### src/core/dio_pkg.sv
// constants, enumerations and carriers of the six line digital i/o port
package dio_pkg;
    localparam int NUM_LINES = 6;
    localparam int AW        = 8;
    localparam int DW        = 32;

    localparam logic [7:0] OFS_CTRL   = 8'h00;
    localparam logic [7:0] OFS_STATUS = 8'h04;
    localparam logic [7:0] OFS_LEVELS = 8'h08;
    localparam logic [7:0] OFS_DRIVE  = 8'h0c;
    localparam logic [7:0] OFS_CFG0   = 8'h10;
    localparam logic [7:0] OFS_MANIN0 = 8'h30;
    localparam logic [7:0] SPAN_LINES = 8'h18;

    localparam int CTRL_ARM_EXT  = 2;
    localparam int CTRL_TRIG_EXT = 3;
    localparam int STAT_FAULT    = 0;
    localparam int STAT_REFUSED  = 1;
    localparam int STAT_QERR     = 2;
    localparam logic [9:0] ERR_NOT_MANUAL = 10'h1fc;

    localparam int CLK_PERIOD_NS   = 20;
    localparam int TRIG_LATENCY_NS = 5000;
    localparam int TRIG_LAT_CYC    = TRIG_LATENCY_NS / CLK_PERIOD_NS;
    localparam int MIN_PULSE_NS    = 4000;
    localparam int MIN_PULSE_CYC   = (MIN_PULSE_NS + CLK_PERIOD_NS - 1) / CLK_PERIOD_NS;
    localparam int MC_MIN_NS       = 10000;
    localparam int MC_MAX_NS       = 30000;
    localparam int MC_MIN_CYC      = (MC_MIN_NS + CLK_PERIOD_NS - 1) / CLK_PERIOD_NS;
    localparam int MC_MAX_CYC      = MC_MAX_NS / CLK_PERIOD_NS;
    localparam int MC_CW           = 11;
    localparam logic [MC_CW-1:0] MC_PULSE_CYC = MC_CW'((MC_MIN_CYC + MC_MAX_CYC) / 2);

    typedef enum logic [1:0] {WORK_SUPPLY, WORK_BATT_TEST, WORK_BATT_SIM} work_t;
    typedef enum logic [2:0] {
        MODE_MAN_IN, MODE_TRIG_IN, MODE_METER_DONE, MODE_FAULT_OUT,
        MODE_COND_OUT, MODE_ACT_IN, MODE_MAN_HIGH, MODE_MAN_LOW
    } mode_t;
    typedef enum logic [3:0] {
        ACT_SINK_SOURCE, ACT_ABOVE, ACT_BELOW, ACT_REG_FLIP, ACT_END, ACT_FULL,
        ACT_EMPTY, ACT_OUT_ON, ACT_OUT_OFF, ACT_SCRIPT_START, ACT_SCRIPT_STOP
    } action_t;
    typedef enum logic [1:0] {VAR_RISE, VAR_FALL, VAR_HIGH, VAR_LOW} var_t;

    typedef struct packed {
        var_t    variation;
        action_t action;
        mode_t   mode;
    } line_cfg_t;

    typedef struct packed {
        logic          wr;
        logic          rd;
        logic [AW-1:0] addr;
        logic [DW-1:0] wdata;
    } bus_req_t;

    typedef struct packed {
        logic meas_done;
        logic prot_fault;
        logic sinking;
        logic constant_voltage;
        logic voltage_above_limit;
        logic voltage_below_limit;
        logic end_met;
        logic batt_full;
        logic batt_empty;
    } inst_state_t;

    typedef struct packed {
        logic trig_in;
        logic output_on;
        logic output_off;
        logic script_start;
        logic script_stop;
        logic query_err;
    } evt_t;

    typedef struct packed {
        work_t                      work;
        logic                       arm_ext;
        logic                       trig_ext;
        line_cfg_t [NUM_LINES-1:0]  cfg;
        logic [NUM_LINES-1:0]       sync1;
        logic [NUM_LINES-1:0]       sync2;
        logic [NUM_LINES-1:0]       level;
        logic [NUM_LINES-1:0]       latch;
        logic [NUM_LINES-1:0]       armed;
        logic [NUM_LINES-1:0]       drive_low;
        logic                       fault;
        logic                       refused;
        logic                       qerr;
        logic [MC_CW-1:0]           mc_cnt;
        logic                       prev_sinking;
        logic                       prev_cv;
        evt_t                       evt;
        logic [DW-1:0]              rdata;
    } state_t;

    localparam state_t STATE_RST = '0;
endpackage : dio_pkg

### src/core/six_line_dio.sv
// six line digital i/o port with mode control, condition outputs and action inputs
`timescale 1ns/100ps
module six_line_dio (
    input  wire logic                  sys_clk, // 50 mhz system clock
    input  wire logic                  rst_b,   // asynchronous reset, low active
    input  wire logic                  clk_en,  // freezes all state while low
    input  wire dio_pkg::bus_req_t     req,     // register write/read request
    output logic [dio_pkg::DW-1:0]     rdata_o, // read data, cycle after read
    input  wire dio_pkg::inst_state_t  inst,    // instrument state and events
    input  wire logic [5:0]            line_i,  // pin levels seen at the port
    output logic [5:0]                 line_o,  // pin output value, always low
    output logic [5:0]                 line_oe, // high while the switch sinks
    output dio_pkg::evt_t              evt_o    // one-cycle action events
);

    ////////////////////////////////////////////////////////////////////////////
    // legality of a line configuration

    function automatic logic cfg_legal(input int idx, input dio_pkg::line_cfg_t c,
                                       input dio_pkg::work_t w);
        logic batt;
        logic bt;
        logic bs;
        logic mid;
        logic ok;
        batt = (w != dio_pkg::WORK_SUPPLY);
        bt   = (w == dio_pkg::WORK_BATT_TEST);
        bs   = (w == dio_pkg::WORK_BATT_SIM);
        mid  = (idx == 1) || (idx >= 3);
        ok   = 1'b1;
        if (c.mode == dio_pkg::MODE_TRIG_IN) begin
            ok = (idx == 0);
        end else if (c.mode == dio_pkg::MODE_METER_DONE) begin
            ok = (idx == 1) && !batt;
        end else if (c.mode == dio_pkg::MODE_FAULT_OUT) begin
            ok = (idx == 2);
        end else if (c.mode == dio_pkg::MODE_COND_OUT) begin
            case (c.action)
                dio_pkg::ACT_SINK_SOURCE, dio_pkg::ACT_ABOVE,
                dio_pkg::ACT_BELOW:   ok = mid && batt;
                dio_pkg::ACT_REG_FLIP,
                dio_pkg::ACT_END:     ok = mid && bt;
                dio_pkg::ACT_FULL,
                dio_pkg::ACT_EMPTY:   ok = mid && bs;
                default:              ok = 1'b0;
            endcase
        end else if (c.mode == dio_pkg::MODE_ACT_IN) begin
            case (c.action)
                dio_pkg::ACT_OUT_ON,
                dio_pkg::ACT_OUT_OFF:      ok = mid && batt;
                dio_pkg::ACT_SCRIPT_START,
                dio_pkg::ACT_SCRIPT_STOP:  ok = mid && bt;
                default:                   ok = 1'b0;
            endcase
        end
        return ok;
    endfunction : cfg_legal

    ////////////////////////////////////////////////////////////////////////////
    // state

    dio_pkg::state_t s_q;
    dio_pkg::state_t s_d;

    always_ff @(posedge sys_clk or negedge rst_b) begin
        if (!rst_b) begin
            s_q       <= dio_pkg::STATE_RST;
            // pins idle high on pull-ups; zeros here would fake an edge at release
            s_q.sync1 <= '1;
            s_q.sync2 <= '1;
            s_q.level <= '1;
        end else if (clk_en) begin
            s_q <= s_d;
        end
    end

    assign line_o  = '0;
    assign line_oe = s_q.drive_low;
    assign rdata_o = s_q.rdata;
    assign evt_o   = s_q.evt;

    ////////////////////////////////////////////////////////////////////////////
    // next state

    always_comb begin
        dio_pkg::state_t     n;
        dio_pkg::line_cfg_t  nc;
        logic [15:0]         cond_v;
        logic                c;
        logic                hit;
        logic                act_lvl;
        logic                low;
        logic [7:0]          off;
        logic [2:0]          idx;
        n      = s_q;
        nc     = '0;
        cond_v = '0;
        c      = 1'b0;
        hit    = 1'b0;
        act_lvl = 1'b0;
        low    = 1'b0;
        off    = '0;
        idx    = '0;
        n.evt   = '0;
        n.rdata = '0;

        // first stage feeds only the second
        n.sync1 = line_i;
        n.sync2 = s_q.sync1;
        n.level = s_q.sync2;
        n.prev_sinking = inst.sinking;
        n.prev_cv      = inst.constant_voltage;

        cond_v[dio_pkg::ACT_SINK_SOURCE] = inst.sinking ^ s_q.prev_sinking;
        cond_v[dio_pkg::ACT_ABOVE] = inst.voltage_above_limit;
        cond_v[dio_pkg::ACT_BELOW] = inst.voltage_below_limit;
        cond_v[dio_pkg::ACT_REG_FLIP] = (inst.constant_voltage ^ s_q.prev_cv)
                                        && (s_q.work == dio_pkg::WORK_BATT_TEST);
        cond_v[dio_pkg::ACT_END] = inst.end_met
                                   && (s_q.work == dio_pkg::WORK_BATT_TEST);
        cond_v[dio_pkg::ACT_FULL] = inst.batt_full
                                    && (s_q.work == dio_pkg::WORK_BATT_SIM);
        cond_v[dio_pkg::ACT_EMPTY] = inst.batt_empty
                                     && (s_q.work == dio_pkg::WORK_BATT_SIM);

        // set wins over a clear in the same cycle
        if (inst.prot_fault) begin
            n.fault = 1'b1;
        end

        // a request arriving mid-pulse is dropped; a retrigger would stretch it
        if (s_q.mc_cnt != '0) begin
            n.mc_cnt = s_q.mc_cnt - 1'b1;
        end else if (inst.meas_done && s_q.cfg[1].mode == dio_pkg::MODE_METER_DONE) begin
            n.mc_cnt = dio_pkg::MC_PULSE_CYC;
        end

        for (int i = 0; i < dio_pkg::NUM_LINES; i++) begin
            low = 1'b0;
            case (s_q.cfg[i].mode)
                dio_pkg::MODE_TRIG_IN: begin
                    if (s_q.level[i] && !s_q.sync2[i]) begin
                        n.evt.trig_in = 1'b1;
                    end
                end
                dio_pkg::MODE_METER_DONE: begin
                    low = (s_q.mc_cnt != '0);
                end
                dio_pkg::MODE_FAULT_OUT: begin
                    low = s_q.fault;
                end
                dio_pkg::MODE_COND_OUT: begin
                    c = cond_v[s_q.cfg[i].action];
                    case (s_q.cfg[i].variation)
                        dio_pkg::VAR_RISE: begin
                            n.latch[i] = s_q.latch[i] | c;
                            low = !s_q.latch[i];
                        end
                        dio_pkg::VAR_FALL: begin
                            n.latch[i] = s_q.latch[i] | c;
                            low = s_q.latch[i];
                        end
                        dio_pkg::VAR_HIGH: low = !c;
                        default:           low = c;
                    endcase
                end
                dio_pkg::MODE_ACT_IN: begin
                    case (s_q.cfg[i].variation)
                        dio_pkg::VAR_RISE: hit = s_q.sync2[i] && !s_q.level[i];
                        dio_pkg::VAR_FALL: hit = !s_q.sync2[i] && s_q.level[i];
                        default: begin
                            // level variations fire once per entry into the level
                            act_lvl = (s_q.cfg[i].variation == dio_pkg::VAR_HIGH)
                                      ? s_q.sync2[i] : !s_q.sync2[i];
                            hit = act_lvl && s_q.armed[i];
                            n.armed[i] = !act_lvl;
                        end
                    endcase
                    if (hit) begin
                        case (s_q.cfg[i].action)
                            dio_pkg::ACT_OUT_ON:       n.evt.output_on = 1'b1;
                            dio_pkg::ACT_OUT_OFF:      n.evt.output_off = 1'b1;
                            dio_pkg::ACT_SCRIPT_START: n.evt.script_start = 1'b1;
                            dio_pkg::ACT_SCRIPT_STOP:  n.evt.script_stop = 1'b1;
                            default:                   ;
                        endcase
                    end
                    hit = 1'b0;
                end
                dio_pkg::MODE_MAN_LOW:  low = 1'b1;
                default:                low = 1'b0;
            endcase
            n.drive_low[i] = low;
        end

        ////////////////////////////////////////////////////////////////////////
        // register writes

        off = req.addr - dio_pkg::OFS_CFG0;
        if (req.wr) begin
            if (req.addr == dio_pkg::OFS_CTRL) begin
                if (req.wdata[1:0] == 2'h3) begin
                    n.refused = 1'b1;
                end else begin
                    n.work = dio_pkg::work_t'(req.wdata[1:0]);
                    // configs that the new work mode forbids fall back to input
                    for (int i = 0; i < dio_pkg::NUM_LINES; i++) begin
                        if (!cfg_legal(i, s_q.cfg[i], n.work)) begin
                            n.cfg[i] = '0;
                        end
                    end
                end
                n.arm_ext  = req.wdata[dio_pkg::CTRL_ARM_EXT];
                n.trig_ext = req.wdata[dio_pkg::CTRL_TRIG_EXT];
            end else if (req.addr == dio_pkg::OFS_STATUS) begin
                if (req.wdata[dio_pkg::STAT_FAULT] && !inst.prot_fault) begin
                    n.fault = 1'b0;
                end
                if (req.wdata[dio_pkg::STAT_REFUSED]) begin
                    n.refused = 1'b0;
                end
                if (req.wdata[dio_pkg::STAT_QERR]) begin
                    n.qerr = 1'b0;
                end
            end else if (off < dio_pkg::SPAN_LINES && req.addr[1:0] == 2'h0) begin
                idx = off[4:2];
                nc.mode      = dio_pkg::mode_t'(req.wdata[2:0]);
                nc.action    = dio_pkg::action_t'(req.wdata[7:4]);
                nc.variation = dio_pkg::var_t'(req.wdata[9:8]);
                if (cfg_legal(int'(idx), nc, s_q.work)) begin
                    n.cfg[idx]   = nc;
                    n.latch[idx] = 1'b0;
                    n.armed[idx] = 1'b0;
                end else begin
                    n.refused = 1'b1;
                end
            end
        end

        if (n.arm_ext || n.trig_ext) begin
            n.cfg[0].mode = dio_pkg::MODE_TRIG_IN;
        end

        ////////////////////////////////////////////////////////////////////////
        // register reads, answered in the next cycle only

        off = req.addr - dio_pkg::OFS_MANIN0;
        if (req.rd) begin
            if (req.addr == dio_pkg::OFS_CTRL) begin
                n.rdata = {28'h0, s_q.trig_ext, s_q.arm_ext, s_q.work};
            end else if (req.addr == dio_pkg::OFS_STATUS) begin
                n.rdata = {6'h0, s_q.qerr ? dio_pkg::ERR_NOT_MANUAL : 10'h0, 12'h0,
                           s_q.mc_cnt != '0, s_q.qerr, s_q.refused, s_q.fault};
            end else if (req.addr == dio_pkg::OFS_LEVELS) begin
                n.rdata = {26'h0, s_q.level};
            end else if (req.addr == dio_pkg::OFS_DRIVE) begin
                n.rdata = {26'h0, s_q.drive_low};
            end else if ((req.addr - dio_pkg::OFS_CFG0) < dio_pkg::SPAN_LINES
                         && req.addr[1:0] == 2'h0) begin
                idx = 3'((req.addr - dio_pkg::OFS_CFG0) >> 2);
                n.rdata = {22'h0, s_q.cfg[idx].variation, s_q.cfg[idx].action,
                           1'b0, s_q.cfg[idx].mode};
            end else if (off < dio_pkg::SPAN_LINES && req.addr[1:0] == 2'h0) begin
                idx = off[4:2];
                if (s_q.cfg[idx].mode == dio_pkg::MODE_MAN_IN) begin
                    n.rdata = {31'h0, s_q.level[idx]};
                end else begin
                    n.evt.query_err = 1'b1;
                    n.qerr = 1'b1;
                end
            end
        end

        s_d = n;
    end
endmodule : six_line_dio

### config.mk
export PLATFORM = sky130hd
export DESIGN_NAME = six_line_dio
export DESIGN_NICKNAME = d
export VERILOG_FILES = /design/src/core/dio_pkg.sv /design/src/core/six_line_dio.sv
export SDC_FILE = /design/constraint.sdc
export NUM_CORES = 1
export LEC_CHECK = 0
export BUFFER_PORTS_ARGS = -buffer_cell sky130_fd_sc_hd__clkbuf_2
export CORE_UTILIZATION = 59
export CTS_BUF_LIST = sky130_fd_sc_hd__clkbuf_8 sky130_fd_sc_hd__clkbuf_16
export CTS_CLUSTER_DIAMETER = 120
export CTS_CLUSTER_SIZE = 28
export DETAILED_ROUTE_END_ITERATION = 6
export PLACE_DENSITY = 0.81
export SYNTH_ARGS = -nofsm -noshare
export SYNTH_HDL_FRONTEND = slang
export SYNTH_SLANG_ARGS = --single-unit
### constraint.sdc
create_clock -name sys_clk -period 2.9 [get_ports sys_clk]
set_clock_uncertainty 0.1 [all_clocks]
set_input_delay 0.58 -clock sys_clk [delete_from_list [all_inputs] [get_ports sys_clk]]
set_output_delay 0.58 -clock sys_clk [all_outputs]
set_load 0.005 [all_outputs]
==> metrics.cfg <==
[die]
die-height_um = 123
initial_cell_density_of_the_core = 0.614
die-area_um2 = 15100
design.portCount = 110
die_w_um = 123
std_cell_rows = 43
placeableCoreArea_um2 = 14000

[critical_path]
critPathSlowestCell = dfrtp_1
worst-path-max-fanout = 9
timing.critical_path.to_type = flip-flop
slowest_delay_ps = 380
reg2regPathDepth = 8
critPathLaunchType = flip-flop
worst-setup-path-type = flip-flop to flip-flop
worstPathCellList = maj3_2, o31a_1, o311ai_4, nand3_2, a221oi_2, buf_4, nand2_1, a32o_1
rrSetupSlack_ps = 160
worstPathRequired_ps = 3120
reg2reg_from = s_q[147]
worstPathArrival_ps = 2950
regToRegEndpoint = s_q[113]

[routing]
firstDrtPassIters = 6
wl_per_cell_um = 21.0
viasPerCell = 6.64
initialDrtViolationCount = 1056
wirelength_um = 24600
detail-route-antenna-nets = 0
drc = 0
routed-via-count = 7769

[clocking]
cts_sinks = 127
ctsResizeCount = 0
cts_setup_buffers = 0
h-tree-depth = 4
clk_latency_ps = 440
numCtsBuffers = 17
clock_path_buffers = 2
worst_setup_hold_path_clk_slew_ps = 60
cts_tree = built
clockRootBuffer = clkbuf_16

[run_status]
status = completed

[logic_synthesis]
synth.ff_latch_count = 127
postSynthAreaPerCell_um2 = 9.25
yosysUniqueCellTypes = 81
synthCells = 932
synth-main-ff-cell = dfrtp_1
synth.yosys.seq_area_share = 0.371
synth_area_leader_cell = dfrtp_1
synth_top_area_frac = 0.316
synth_top_cells_by_area = dfrtp_1 (32%), dfstp_2 (5.5%), buf_4 (4.4%)
synthesis.area_um2 = 8620
synth.yosys.warnings = 0
synth_enable_flop_cells = 0
synthArstFlopShare = 1.00

[sta]
slew_headroom = 0.518
timing.final.crit_period_ps = 2740
finalCritPeriodShare = 0.943
max_freq_mhz = 366
rsz0062_at_grt = no
finalSetupViolCount = 0
hold_viol = 0
transition_at_the_pin_with_the_smallest_max_transition_slack_ps = 713
timing.setup.tns_ps = 0
timing_max_transition_violations_final = 0

[min_path]
min_path_cells = 2
hp-class = input pin to flip-flop
hold-path-endpoint = s_d[80]
worstHoldStart = line_i[2]

[global_route]
number_of_global_route_vias_before_repair = 7205
number_of_antenna_violations_at_the_first_check_in_global_routing = 0
grt_overflow_total = 0
groute.usage.overall = 0.345
grt_first_pass_wirelength_um = 38400
grt_start_max_net_pins = 68

[place]
dp_hpwl_um = 17900
routabilityCongestion = 0.972
port-buffer-count = 66

[final_layout]
final_core_utilization = 0.690
layout-drive-gt1-share = 0.229
final_nets = 1042
mostFrequentLayoutCell = dfrtp_1
antenna-diode-count = 0
n_fill_cell = 1079
layout_common_cells = dfrtp_1 (109), nand2_1 (77), nor2_1 (67)
area_growth_pct = 12.4

[power]
finalPower_mw = 5.11
vdd_ir_drop_max_uv = 381
power.leakage_nw = 4.24
power_density_nw_per_um2 = 527

[job]
timing.max_cap.violations = 0

per-stage QoR:
step / cells / hold slack, ps / worst slack (ps) / cell area, um2
6_report: 1170 / 275 / 165 / 9690
4_1_cts: 1170 / 266 / 195 / 9690
2_1_floorplan: 952 / 184 / 192 / 8690
3_3_place_gp: 1137 / 347 / -64.7 / 9100
5_1_grt: 1170 / 279 / 9.78 / 9690
3_5_place_dp: 1137 / 350 / -98.4 / 9100
layer usage:
layer	GRT usage	vias to the layer above	routed length, um
li1	-	3467	-
met2	0.528	462	11300
met3	0.0901	81	2480
met4	0.166	0	1030
met1	0.453	3759	9800
met5	0	-	0
cells by family after synthesis:
| kind of cell | synth area share |
|---|---|
| XOR/XNOR | 0.0264 |
| AO/OA/AOI/OAI | 0.215 |
| AND/OR/NAND/NOR | 0.182 |
| buffers and inverters | 0.0907 |
| flip-flops | 0.371 |
| adder cells (fa/ha/maj) | 0.00857 |
| multiplexers | 0.106 |
| other | 0.000435 |
power by group:
part | internal, mW | leakage, nW | total (mW) | switching, mW
registers | 1.97 | 1.61 | 2.15 | 0.185
clock network | 1.20 | 0.279 | 2.12 | 0.913
logic | 0.372 | 2.35 | 0.840 | 0.467
total | 3.54 | 4.24 | 5.11 | 1.57
synthesized netlist by cell type, types with 21 or more instances:
master and n:
buf_4 51, clkbuf_1 49, mux2_2 21, nand2_1 77
dfrtp_1 109, mux2i_1 29, a22o_1 29, inv_1 33
nor2_1 67, a21oi_1 44, nor2b_1 24, o21ai_0 56
nand3_1 26
area by class of cell:
| cell class | instances | area, um2 | area share |
|---|---|---|---|
| sequential | 127 | 3200 | 0.330 |
| multi-input combinational | 673 | 4710 | 0.486 |
| clock inverter | 15 | 151 | 0.0156 |
| tap | 180 | 225 | 0.0232 |
| inverter | 34 | 128 | 0.0132 |
| timing repair buffer | 124 | 846 | 0.0873 |
| clock buffer | 17 | 425 | 0.0439 |
what timing repair did:
item,4_1_cts,5_1_grt
hold buffers,1,0
setup endpoints to repair,0,0
endpoints found under the hold margin,20,0
flip-flops by register name, indices dropped and copies added, names as in the netlist:
| register | flops |
|---|---|
| s_q | 92 |
| evt_o | 6 |
| line_oe | 6 |
| rdata_o | 11 |
| s_d | 12 |
how the worst max path moves through the flow:
| stage | startpoint | end | slack (ps) | cells past startpoint |
|---|---|---|---|---|
| after global routing | s_q[147] | s_q[112] | 10 | 10 |
| after detailed placement | req[4] | s_q[103] | -100 | 9 |
| after floorplan | req[7] | s_q[117] | 190 | 9 |
| final | s_q[147] | s_q[113] | 160 | 8 |
| after CTS | s_q[147] | s_q[113] | 190 | 8 |
| after global placement | req[4] | s_q[107] | -60 | 9 |
critical path: cells and delay by family, from the launching register on:
| family | cells | cell delay (ps) |
|---|---|---|
| AO/OA/AOI/OAI | 4 | 1250 |
| adder cells (fa/ha/maj) | 1 | 310 |
| buffers and inverters | 1 | 170 |
| flip-flops | 1 | 380 |
| AND/OR/NAND/NOR | 2 | 400 |
Note: power is estimated with default switching activity, not from simulation.
